`src/ctil_pkg.sv`:
```
// constants, register map and carrier types of the cutter input command logic
package ctil_pkg;
  // ************************************************
  // register bus
  // ************************************************
  localparam int ADDR_W = 8;
  localparam int DATA_W = 32;
  localparam logic [ADDR_W-1:0] ADDR_ROUTE = 8'h00;
  localparam logic [ADDR_W-1:0] ADDR_SERIAL = 8'h04;
  localparam logic [ADDR_W-1:0] ADDR_CONFIG = 8'h08;
  localparam logic [ADDR_W-1:0] ADDR_CUTLEN = 8'h0C;
  localparam logic [ADDR_W-1:0] ADDR_STATUS = 8'h10;
  localparam logic [ADDR_W-1:0] ADDR_LENCNT = 8'h14;
  localparam logic [ADDR_W-1:0] ADDR_CUTCNT = 8'h18;

  typedef struct packed {
    logic [ADDR_W-1:0] addr;
    logic [DATA_W-1:0] wdata;
    logic wr;
    logic rd;
  } ctil_bus_req_t;

  // ************************************************
  // logical commands and terminal routing
  // ************************************************
  localparam int NUM_CMD = 5;
  localparam int CMD_IMMCUT = 0;
  localparam int CMD_STARTSTOP = 1;
  localparam int CMD_CTRLEN = 2;
  localparam int CMD_JOGFWD = 3;
  localparam int CMD_JOGREV = 4;
  localparam int NUM_PIN = 8;
  localparam int PIN_PRINTMARK = 0;
  localparam int PIN_CUTPULSE = 1;
  localparam int ROUTE_W = 3;
  localparam int ROUTE_ALL_W = NUM_CMD * ROUTE_W;
  localparam logic [ROUTE_W-1:0] ROUTE_NONE = 3'h0;
  localparam logic [ROUTE_W-1:0] ROUTE_FAST3 = 3'h1;
  localparam logic [ROUTE_W-1:0] ROUTE_FAST4 = 3'h2;
  localparam logic [ROUTE_W-1:0] ROUTE_CTRL1 = 3'h3;
  localparam logic [ROUTE_W-1:0] ROUTE_CTRL2 = 3'h4;
  localparam logic [ROUTE_W-1:0] ROUTE_CTRL3 = 3'h5;
  localparam logic [ROUTE_W-1:0] ROUTE_CTRL4 = 3'h6;
  localparam logic [ROUTE_ALL_W-1:0] ROUTE_RST =
    {ROUTE_CTRL3, ROUTE_CTRL2, ROUTE_CTRL1, ROUTE_FAST4, ROUTE_FAST3};
  localparam logic [NUM_CMD-1:0] SERIAL_RST = {2'h0,
    ROUTE_RST[CMD_CTRLEN*ROUTE_W +: ROUTE_W] == ROUTE_NONE, 2'h0};

  // ************************************************
  // configuration and status fields
  // ************************************************
  localparam int CFG_INDEX_BIT = 0;
  localparam int CFG_MODE_BIT = 1;
  localparam logic [1:0] CFG_RST = 2'h0;
  localparam int CNT_W = 16;
  localparam logic [CNT_W-1:0] CUTLEN_RST = 16'h03E8;
  localparam int STAT_CMD_LSB = 0;
  localparam int STAT_HW_LSB = 5;
  localparam int STAT_RUN_BIT = 10;
  localparam int STAT_CUT_BIT = 11;
  localparam int STAT_EN_BIT = 12;
endpackage : ctil_pkg

```
`src/ctil_sync.sv`:
```
// two-flop synchroniser with rising edge detect for a vector of pins
`timescale 1ns/1ps
`default_nettype none
module ctil_sync #(
  parameter int W = 1
) (
  input wire logic ref_clk,
  input wire logic reset,
  input wire logic [W-1:0] pinIn,
  output logic [W-1:0] levelOut,
  output logic [W-1:0] riseOut
);
  logic [W-1:0] meta_reg;
  logic [W-1:0] sync_reg;
  logic [W-1:0] prev_reg;

  // first stage feeds only the second stage
  always_ff @(posedge ref_clk) begin
    if (reset) begin
      meta_reg <= '0;
      sync_reg <= '0;
      prev_reg <= '0;
    end else begin
      meta_reg <= pinIn;
      sync_reg <= meta_reg;
      prev_reg <= sync_reg;
    end
  end

  assign levelOut = sync_reg;
  assign riseOut = sync_reg & ~prev_reg;
endmodule : ctil_sync
`default_nettype wire

```
`src/ctil_cutter_cmd.sv`:
```
// input command logic of the rotary cutter: merge, route and apply commands
// How it works
// - each assignable command is routed to fast in 3-4, control in 1-4 or to no terminal
// - serial link may switch every command, routed to a terminal or not
// - a command is on when terminal, serial or fieldbus source is on
// - static commands act by level, dynamic ones on combined rising edge
// - index pulse per cut from remote sensor or encoder marker, by config
// - at standstill an immediate-cut rising edge starts a cut at once
// - after an immediate cut the next cut uses preset length again
// - start/stop off holds position, still allows jog and immediate cut
// - start/stop on cuts automatically by length preset or print mark
// - control enable off disables outputs and holds counters in reset
// - control enable not routed to a terminal is set on at power-up
`timescale 1ns/1ps
`default_nettype none
module ctil_cutter_cmd #(
  parameter int LEN_W = ctil_pkg::CNT_W
) (
  input wire logic ref_clk,
  input wire logic reset,
  input wire ctil_pkg::ctil_bus_req_t busReq,
  output logic [ctil_pkg::DATA_W-1:0] busRdata,
  input wire logic [3:0] fastIn,
  input wire logic [3:0] ctrlIn,
  input wire logic markerIn,
  input wire logic [ctil_pkg::NUM_CMD-1:0] fieldbusReq,
  input wire logic lineStep,
  input wire logic rollStandstill,
  output logic cutStart,
  output logic cutBusy,
  output logic autoRun,
  output logic holdPosition,
  output logic jogFwdOut,
  output logic jogRevOut,
  output logic outputsEnable,
  output logic counterReset
);
  // ************************************************
  // terminal synchronisation
  // ************************************************
  logic [ctil_pkg::NUM_PIN-1:0] pinRaw;
  logic [ctil_pkg::NUM_PIN-1:0] pinLevel;
  logic [ctil_pkg::NUM_PIN-1:0] pinRise;
  logic markerRise;

  assign pinRaw = {ctrlIn, fastIn};

  ctil_sync #(.W(ctil_pkg::NUM_PIN)) u_pin_sync (
    .ref_clk(ref_clk),
    .reset(reset),
    .pinIn(pinRaw),
    .levelOut(pinLevel),
    .riseOut(pinRise)
  );

  ctil_sync #(.W(1)) u_marker_sync (
    .ref_clk(ref_clk),
    .reset(reset),
    .pinIn(markerIn),
    .levelOut(),
    .riseOut(markerRise)
  );

  // ************************************************
  // registers
  // ************************************************
  logic [ctil_pkg::ROUTE_ALL_W-1:0] route_reg;
  logic [ctil_pkg::NUM_CMD-1:0] serial_reg;
  logic [1:0] config_reg;
  logic [LEN_W-1:0] cutLen_reg;
  logic [LEN_W-1:0] lenCount_reg;
  logic [LEN_W-1:0] lenCount_next;
  logic [ctil_pkg::CNT_W-1:0] cutCount_reg;
  logic [ctil_pkg::CNT_W-1:0] cutCount_next;
  logic [ctil_pkg::NUM_CMD-1:0] cmdPrev_reg;
  logic [ctil_pkg::DATA_W-1:0] rdata_reg;
  logic cutStart_reg;

  // ************************************************
  // routing and merge
  // ************************************************
  // pick one terminal level for a route code; unknown codes give no terminal
  function automatic logic pickPin(
    input logic [ctil_pkg::ROUTE_W-1:0] sel,
    input logic [ctil_pkg::NUM_PIN-1:0] pins
  );
    logic v;
    v = 1'b0;
    case (sel)
      ctil_pkg::ROUTE_FAST3: v = pins[2];
      ctil_pkg::ROUTE_FAST4: v = pins[3];
      ctil_pkg::ROUTE_CTRL1: v = pins[4];
      ctil_pkg::ROUTE_CTRL2: v = pins[5];
      ctil_pkg::ROUTE_CTRL3: v = pins[6];
      ctil_pkg::ROUTE_CTRL4: v = pins[7];
      default: v = 1'b0;
    endcase
    return v;
  endfunction : pickPin

  logic [ctil_pkg::NUM_CMD-1:0] hwColumn;
  logic [ctil_pkg::NUM_CMD-1:0] cmdLevel;
  logic [ctil_pkg::NUM_CMD-1:0] cmdRise;

  for (genvar c = 0; c < ctil_pkg::NUM_CMD; c++) begin : g_route
    assign hwColumn[c] =
      pickPin(route_reg[c*ctil_pkg::ROUTE_W +: ctil_pkg::ROUTE_W], pinLevel);
  end

  // serial bits count even with a terminal assigned
  assign cmdLevel = hwColumn | serial_reg | fieldbusReq;
  // edge of the merged level, so overlapping sources give one event
  assign cmdRise = cmdLevel & ~cmdPrev_reg;

  // ************************************************
  // command meaning
  // ************************************************
  logic ctrlEnable;
  logic startStop;
  logic immCutEdge;
  logic indexPulse;
  logic printMarkEdge;
  logic modePrint;
  logic lenReached;

  // static commands by level, immediate cut by edge
  assign ctrlEnable = cmdLevel[ctil_pkg::CMD_CTRLEN];
  assign startStop = cmdLevel[ctil_pkg::CMD_STARTSTOP];
  assign immCutEdge = cmdRise[ctil_pkg::CMD_IMMCUT];
  // the unselected index source is ignored and cannot end a cut
  assign indexPulse = config_reg[ctil_pkg::CFG_INDEX_BIT] ?
    markerRise : pinRise[ctil_pkg::PIN_CUTPULSE];
  assign printMarkEdge = pinRise[ctil_pkg::PIN_PRINTMARK];
  assign modePrint = config_reg[ctil_pkg::CFG_MODE_BIT];
  // the step that completes the preset length fires the cut
  assign lenReached = lineStep && (lenCount_reg >= cutLen_reg - LEN_W'(1));

  // ************************************************
  // cutting state
  // ************************************************
  typedef enum logic [1:0] {
    ST_OFF,
    ST_HOLD,
    ST_RUN,
    ST_CUT
  } ctil_state_t;

  ctil_state_t state_reg;
  ctil_state_t state_next;
  logic autoCut;
  logic manualCut;
  logic cutGo;

  // the home position before start is the operator's job, not checked here
  assign autoCut = startStop &&
    (modePrint ? printMarkEdge : lenReached);
  // a turning roll refuses the immediate cut
  assign manualCut = immCutEdge && rollStandstill;
  // requests while cutting or disabled are dropped, never queued
  assign cutGo = ctrlEnable && (state_reg != ST_CUT) &&
    (state_reg != ST_OFF) && (autoCut || manualCut);

  always_comb begin
    state_next = state_reg;
    case (state_reg)
      ST_OFF: begin
        if (ctrlEnable) begin
          state_next = startStop ? ST_RUN : ST_HOLD;
        end
      end
      ST_HOLD: begin
        if (cutGo) begin
          state_next = ST_CUT;
        end else if (startStop) begin
          state_next = ST_RUN;
        end
      end
      ST_RUN: begin
        if (cutGo) begin
          state_next = ST_CUT;
        end else if (!startStop) begin
          state_next = ST_HOLD;
        end
      end
      ST_CUT: begin
        // a cut ends when the knife passes the index point
        if (indexPulse) begin
          state_next = startStop ? ST_RUN : ST_HOLD;
        end
      end
      default: state_next = ST_OFF;
    endcase
    if (!ctrlEnable) begin
      state_next = ST_OFF;
    end
  end

  // length progress restarts on every cut, so after a manual cut
  // the following one is again the preset length
  always_comb begin
    lenCount_next = lenCount_reg;
    if (!ctrlEnable || cutGo) begin
      lenCount_next = '0;
    end else if (lineStep && startStop && !modePrint) begin
      lenCount_next = lenCount_reg + LEN_W'(1);
    end
  end

  // cut tally wraps silently; software takes differences
  always_comb begin
    cutCount_next = cutCount_reg;
    if (!ctrlEnable) begin
      cutCount_next = '0;
    end else if (cutGo) begin
      cutCount_next = cutCount_reg + ctil_pkg::CNT_W'(1);
    end
  end

  always_ff @(posedge ref_clk) begin
    if (reset) begin
      state_reg <= ST_OFF;
      lenCount_reg <= '0;
      cutCount_reg <= '0;
      cmdPrev_reg <= '0;
      cutStart_reg <= 1'b0;
    end else begin
      state_reg <= state_next;
      lenCount_reg <= lenCount_next;
      cutCount_reg <= cutCount_next;
      cmdPrev_reg <= cmdLevel;
      cutStart_reg <= cutGo;
    end
  end

  // ************************************************
  // outputs
  // ************************************************
  logic autoRun_reg;
  logic hold_reg;
  logic jogFwd_reg;
  logic jogRev_reg;
  logic enable_reg;

  // jog is only a standstill move; in automatic mode it is trim elsewhere
  always_ff @(posedge ref_clk) begin
    if (reset) begin
      autoRun_reg <= 1'b0;
      hold_reg <= 1'b0;
      jogFwd_reg <= 1'b0;
      jogRev_reg <= 1'b0;
      enable_reg <= 1'b0;
    end else begin
      autoRun_reg <= (state_next == ST_RUN) || (state_next == ST_CUT && startStop);
      hold_reg <= (state_next == ST_HOLD);
      jogFwd_reg <= (state_next == ST_HOLD) && cmdLevel[ctil_pkg::CMD_JOGFWD];
      jogRev_reg <= (state_next == ST_HOLD) && cmdLevel[ctil_pkg::CMD_JOGREV];
      enable_reg <= ctrlEnable;
    end
  end

  assign cutStart = cutStart_reg;
  // busy straight from the state so it lines up with cutStart
  assign cutBusy = (state_reg == ST_CUT);
  assign autoRun = autoRun_reg;
  assign holdPosition = hold_reg;
  assign jogFwdOut = jogFwd_reg;
  assign jogRevOut = jogRev_reg;
  assign outputsEnable = enable_reg;
  assign counterReset = ~enable_reg;

  // ************************************************
  // register bus slave
  // ************************************************
  logic wrRoute;
  logic wrSerial;
  logic wrConfig;
  logic wrCutLen;
  logic [ctil_pkg::DATA_W-1:0] statusWord;
  logic [ctil_pkg::DATA_W-1:0] readMux;

  assign wrRoute = busReq.wr && (busReq.addr == ctil_pkg::ADDR_ROUTE);
  assign wrSerial = busReq.wr && (busReq.addr == ctil_pkg::ADDR_SERIAL);
  assign wrConfig = busReq.wr && (busReq.addr == ctil_pkg::ADDR_CONFIG);
  assign wrCutLen = busReq.wr && (busReq.addr == ctil_pkg::ADDR_CUTLEN);

  always_comb begin
    statusWord = '0;
    statusWord[ctil_pkg::STAT_CMD_LSB +: ctil_pkg::NUM_CMD] = cmdLevel;
    statusWord[ctil_pkg::STAT_HW_LSB +: ctil_pkg::NUM_CMD] = hwColumn;
    statusWord[ctil_pkg::STAT_RUN_BIT] = autoRun_reg;
    statusWord[ctil_pkg::STAT_CUT_BIT] = cutBusy;
    statusWord[ctil_pkg::STAT_EN_BIT] = enable_reg;
  end

  // unmapped addresses read as zero; writes there are dropped
  assign readMux =
    (busReq.addr == ctil_pkg::ADDR_ROUTE) ?
      ctil_pkg::DATA_W'(route_reg) :
    (busReq.addr == ctil_pkg::ADDR_SERIAL) ?
      ctil_pkg::DATA_W'(serial_reg) :
    (busReq.addr == ctil_pkg::ADDR_CONFIG) ?
      ctil_pkg::DATA_W'(config_reg) :
    (busReq.addr == ctil_pkg::ADDR_CUTLEN) ?
      ctil_pkg::DATA_W'(cutLen_reg) :
    (busReq.addr == ctil_pkg::ADDR_STATUS) ? statusWord :
    (busReq.addr == ctil_pkg::ADDR_LENCNT) ?
      ctil_pkg::DATA_W'(lenCount_reg) :
    (busReq.addr == ctil_pkg::ADDR_CUTCNT) ?
      ctil_pkg::DATA_W'(cutCount_reg) :
    '0;

  // serial enable bit comes up set when no terminal carries the enable
  always_ff @(posedge ref_clk) begin
    if (reset) begin
      route_reg <= ctil_pkg::ROUTE_RST;
      serial_reg <= ctil_pkg::SERIAL_RST;
      config_reg <= ctil_pkg::CFG_RST;
      cutLen_reg <= LEN_W'(ctil_pkg::CUTLEN_RST);
      rdata_reg <= '0;
    end else begin
      if (wrRoute) begin
        route_reg <= busReq.wdata[ctil_pkg::ROUTE_ALL_W-1:0];
      end
      if (wrSerial) begin
        serial_reg <= busReq.wdata[ctil_pkg::NUM_CMD-1:0];
      end
      if (wrConfig) begin
        config_reg <= busReq.wdata[1:0];
      end
      if (wrCutLen) begin
        cutLen_reg <= busReq.wdata[LEN_W-1:0];
      end
      // zero outside the read slot, so several slaves can be ORed
      rdata_reg <= busReq.rd ? readMux : '0;
    end
  end

  assign busRdata = rdata_reg;
endmodule : ctil_cutter_cmd
`default_nettype wire

```
`config.mk`:
```
export PLATFORM = sky130hd
export DESIGN_NAME = ctil_cutter_cmd
export DESIGN_NICKNAME = d
export VERILOG_FILES = /design/src/ctil_pkg.sv /design/src/ctil_sync.sv /design/src/ctil_cutter_cmd.sv
export SDC_FILE = /design/constraint.sdc
export NUM_CORES = 1
export LEC_CHECK = 0
export ABC_CLOCK_PERIOD_IN_PS = 8400
export BUFFER_PORTS_ARGS = -buffer_cell sky130_fd_sc_hd__buf_2
export CAP_MARGIN = 40
export CORE_AREA = 2 2 95 120
export CTS_BUF_LIST = sky130_fd_sc_hd__clkbuf_4 sky130_fd_sc_hd__clkbuf_8
export DETAILED_ROUTE_END_ITERATION = 10
export DIE_AREA = 0 0 97 122
export HOLD_SLACK_MARGIN = 0.12
export PLACE_DENSITY = 0.77
export REMOVE_ABC_BUFFERS = 1
export SYNTH_ARGS = -nofsm -noshare
export SYNTH_HDL_FRONTEND = slang
export SYNTH_SLANG_ARGS = --single-unit
```
`constraint.sdc`:
```
create_clock -name ref_clk -period 8.4 [get_ports ref_clk]
set_input_delay 0.84 -clock ref_clk [delete_from_list [all_inputs] [get_ports ref_clk]]
set_output_delay 0.84 -clock ref_clk [all_outputs]
set_load 0.01 [all_outputs]
```
==> results.json <==
{
  "worstSetupEndpointType": "flip-flop",
  "vias": 5089,
  "cp_slowest_cell": "or4_1",
  "path_depth": 15,
  "synth_edf_count": 0,
  "final_common_cell": "dfxtp_1",
  "power_density_nw_per_um2": 175.5,
  "critPathBufInv": 1,
  "final_cell_area_um2": 6510,
  "crit_family": "simple AND/OR/NAND/NOR gates",
  "pwr-share-seq_pct": 49.2,
  "grt_max_degree": 64,
  "p_clk_share_pct": 45.8,
  "post_drt_via_cell_ratio": 5.863,
  "cts.sinks": 116,
  "drt-wirelength-per-cell_um": 16.80,
  "cp.required_ns": 8.77,
  "ys_ff_latch": 116,
  "hold_viol": 0,
  "drtIter0Drc": 367,
  "die_y_um": 122,
  "use_met1_pct": 27.67,
  "intPower_w": 0.0008604,
  "grt_pass1_wl_um": 23680,
  "wl_um": 14590,
  "synth-main-ff-cell": "dfxtp_1",
  "grtUsageMet3_pct": 4.934,
  "yosysWarnings": 0,
  "async_reset_ff_share_pct": 0,
  "reg2reg_depth": 15,
  "die-area_um2": 11830,
  "drv_cap": 0,
  "finalSetupViolations": 0,
  "place.gp.congestion": 0.8472,
  "placed_area_um2": 6101,
  "die_x_um": 97,
  "grt_antenna_before_repair": 0,
  "timing.clock.skew_ns": 0.01095,
  "cts_resized": 0,
  "power_frac_comb_pct": 5.0,
  "crit_type": "reg -> reg",
  "whs_path_depth": 1,
  "core_um2": 10810,
  "cts_max_level": 4,
  "postSynthAreaPerCell_um2": 8.633,
  "max_stage_delay_ns": 0.56,
  "synth_cell_types": 58,
  "remaining_drc_errors": 0,
  "cts_tree": "built",
  "startpoint_type": "flip-flop",
  "period_needed_ns": 4.477,
  "tightest_slew_ns": 0.8841,
  "relSlewSlack_pct": 41.03,
  "hp-class": "reg -> reg",
  "rsz0062_at_grt": "false",
  "switching_share_pct": 24.68,
  "cts_buffers": 17,
  "fmax_ghz": 0.2234,
  "critPathMaxFanout": 27,
  "met2_usage_pct": 46.44,
  "clk_pin_slew_ns": 0.07,
  "cts_setup_buffers": 0,
  "postRouteAntennaNets": 0,
  "tns_ns": 0,
  "io_buffers": 67,
  "p_sw_w": 0.0002818,
  "rows": 43,
  "status": "complete, no violations",
  "area_delta_synth_final_pct": 12.89,
  "final_cell_mix": "116 x dfxtp_1, 89 x nand2_1, 67 x buf_2",
  "holdBufCountCts": 0,
  "hpwl_um": 10680,
  "diodes": 0,
  "clockBufferDepth": 2,
  "grt_pass1_vias": 4934,
  "path_cells": "or4_1 > nor2_1 > nand2_1 > nor4_1 > nand2_1 > xor2_1 > ha_1 > nand4_1 > or3_1 > a311oi_1 > o31a_1 > o21ai_2 > buf_8 > or4_1 > a21oi_1",
  "worstSkewPairLatency_ns": 0.45,
  "cellLeakagePower_nw": 2.547,
  "initial_core_util_pct": 53.33,
  "track_usage_pct": 25.18,
  "grt-ovfl-total": 0,
  "critical_path_arrival_ns": 4.85,
  "pin_count": 100,
  "fillCellCount": 962,
  "ir_drop_uv": 133.5,
  "ys_seq_area_share_pct": 40.27,
  "dr.pass1.iters": 5,
  "finalMaxSlewViolations": 0,
  "root_buffer": "clkbuf_8",
  "drive_above_1_share_pct": 16.64,
  "synth_cells": 668,
  "post-route-period-util_pct": 53.30,
  "busiest_layer": "met2",
  "synth_area_um2": 5767,
  "layout.nets": 799
}
==> synth_stat cells, types with 11 or more instances <==
| cell | count | area share, % |
|---|---|---|
| xnor2_1 | 11 | 1.7 |
| inv_1 | 11 | 0.72 |
| nor2b_1 | 25 | 2.7 |
| xor2_1 | 20 | 3.0 |
| buf_4 | 16 | 2.1 |
| nand4_1 | 17 | 1.8 |
| and3_1 | 20 | 2.2 |
| a21oi_1 | 52 | 4.5 |
| nor2_1 | 40 | 2.6 |
| nand2_1 | 89 | 5.8 |
| ha_1 | 19 | 4.1 |
| clkbuf_1 | 28 | 1.8 |
| o21ai_0 | 11 | 0.95 |
| dfxtp_1 | 116 | 40 |
| nand3_1 | 29 | 2.5 |
==> path summary, 6_finish.rpt <==
kind                                      from                           endpoint  slack (ns)
min reg2reg  u_pin_sync.meta_reg[4]$_SDFF_PP0_  u_pin_sync.levelOut[4]$_SDFF_PP0_        0.44
max reg2reg         cutLen_reg[2]$_SDFFE_PP0P_       cutCount_reg[5]$_SDFFE_PP0N_        3.92
max                 cutLen_reg[2]$_SDFFE_PP0P_       cutCount_reg[5]$_SDFFE_PP0N_        3.92
min          u_pin_sync.meta_reg[4]$_SDFF_PP0_  u_pin_sync.levelOut[4]$_SDFF_PP0_        0.44
==> area by class of cell <==
| type | instances | area [um^2] | share of cell area (%) |
|---|---|---|---|
| sequential | 116 | 2322 | 35.67 |
| multi-input combinational | 499 | 3167 | 48.65 |
| clock buffer | 19 | 261.5 | 4.017 |
| clock inverter | 13 | 147.6 | 2.268 |
| inverter | 12 | 45.04 | 0.6919 |
| timing repair buffer | 74 | 397.9 | 6.112 |
| tap | 135 | 168.9 | 2.595 |
==> cell families (layout without fill, tap and decap cells) <==
kind of cell | after synthesis | count (layout) | synth area share (%)
simple gates | 285 | 285 | 25.47
compound gates | 132 | 132 | 15.86
flops | 116 | 116 | 40.27
buf+inv | 68 | 118 | 5.793
xor+xnor | 31 | 31 | 4.708
fa+ha+maj | 19 | 19 | 4.122
mux | 16 | 16 | 3.710
other cells | 1 | 16 | 0.06503
==> routing by layer <==
layer  share of wire, %  vias to the layer above
li1                   -                     2460
met1                 40                     2427
met2                 52                      172
met3                4.9                       30
met4                3.0                        0
met5                  0                        -
==> worst register-to-register path: cells and delay by family (launching register included) <==
family / cells / cell delay (ns)
xor+xnor: 1 / 0.19
fa+ha+maj: 1 / 0.34
flops: 1 / 0.36
simple gates: 8 / 2.57
buf+inv: 1 / 0.21
compound gates: 4 / 0.75
==> power groups by stage <==
stage	clock network, W	registers, W	logic, W
after floorplan	0	0.000574	0.0000269
after CTS	0.000531	0.000562	0.0000573
after detailed placement	0	0.000574	0.0000570
after global routing	0.000552	0.000562	0.0000626
after global placement	0	0.000574	0.0000555
final	0.000523	0.000562	0.0000576
==> metrics by stage <==
step           utilization, %  std cells  setup slack, ns  hold WS, ns   power, W
3_3_place_gp            56.18        834            3.680       0.4166  0.0006294
4_1_cts                 60.20        868            3.949       0.4448   0.001150
6_report                60.20        868            3.923       0.4356   0.001142
5_1_grt                 60.20        868            3.677       0.4555   0.001176
3_5_place_dp            56.42        836            3.991       0.4292  0.0006314
2_1_floorplan               -        627            4.478       0.4138  0.0006005
Power figures use the tool's default switching activity.
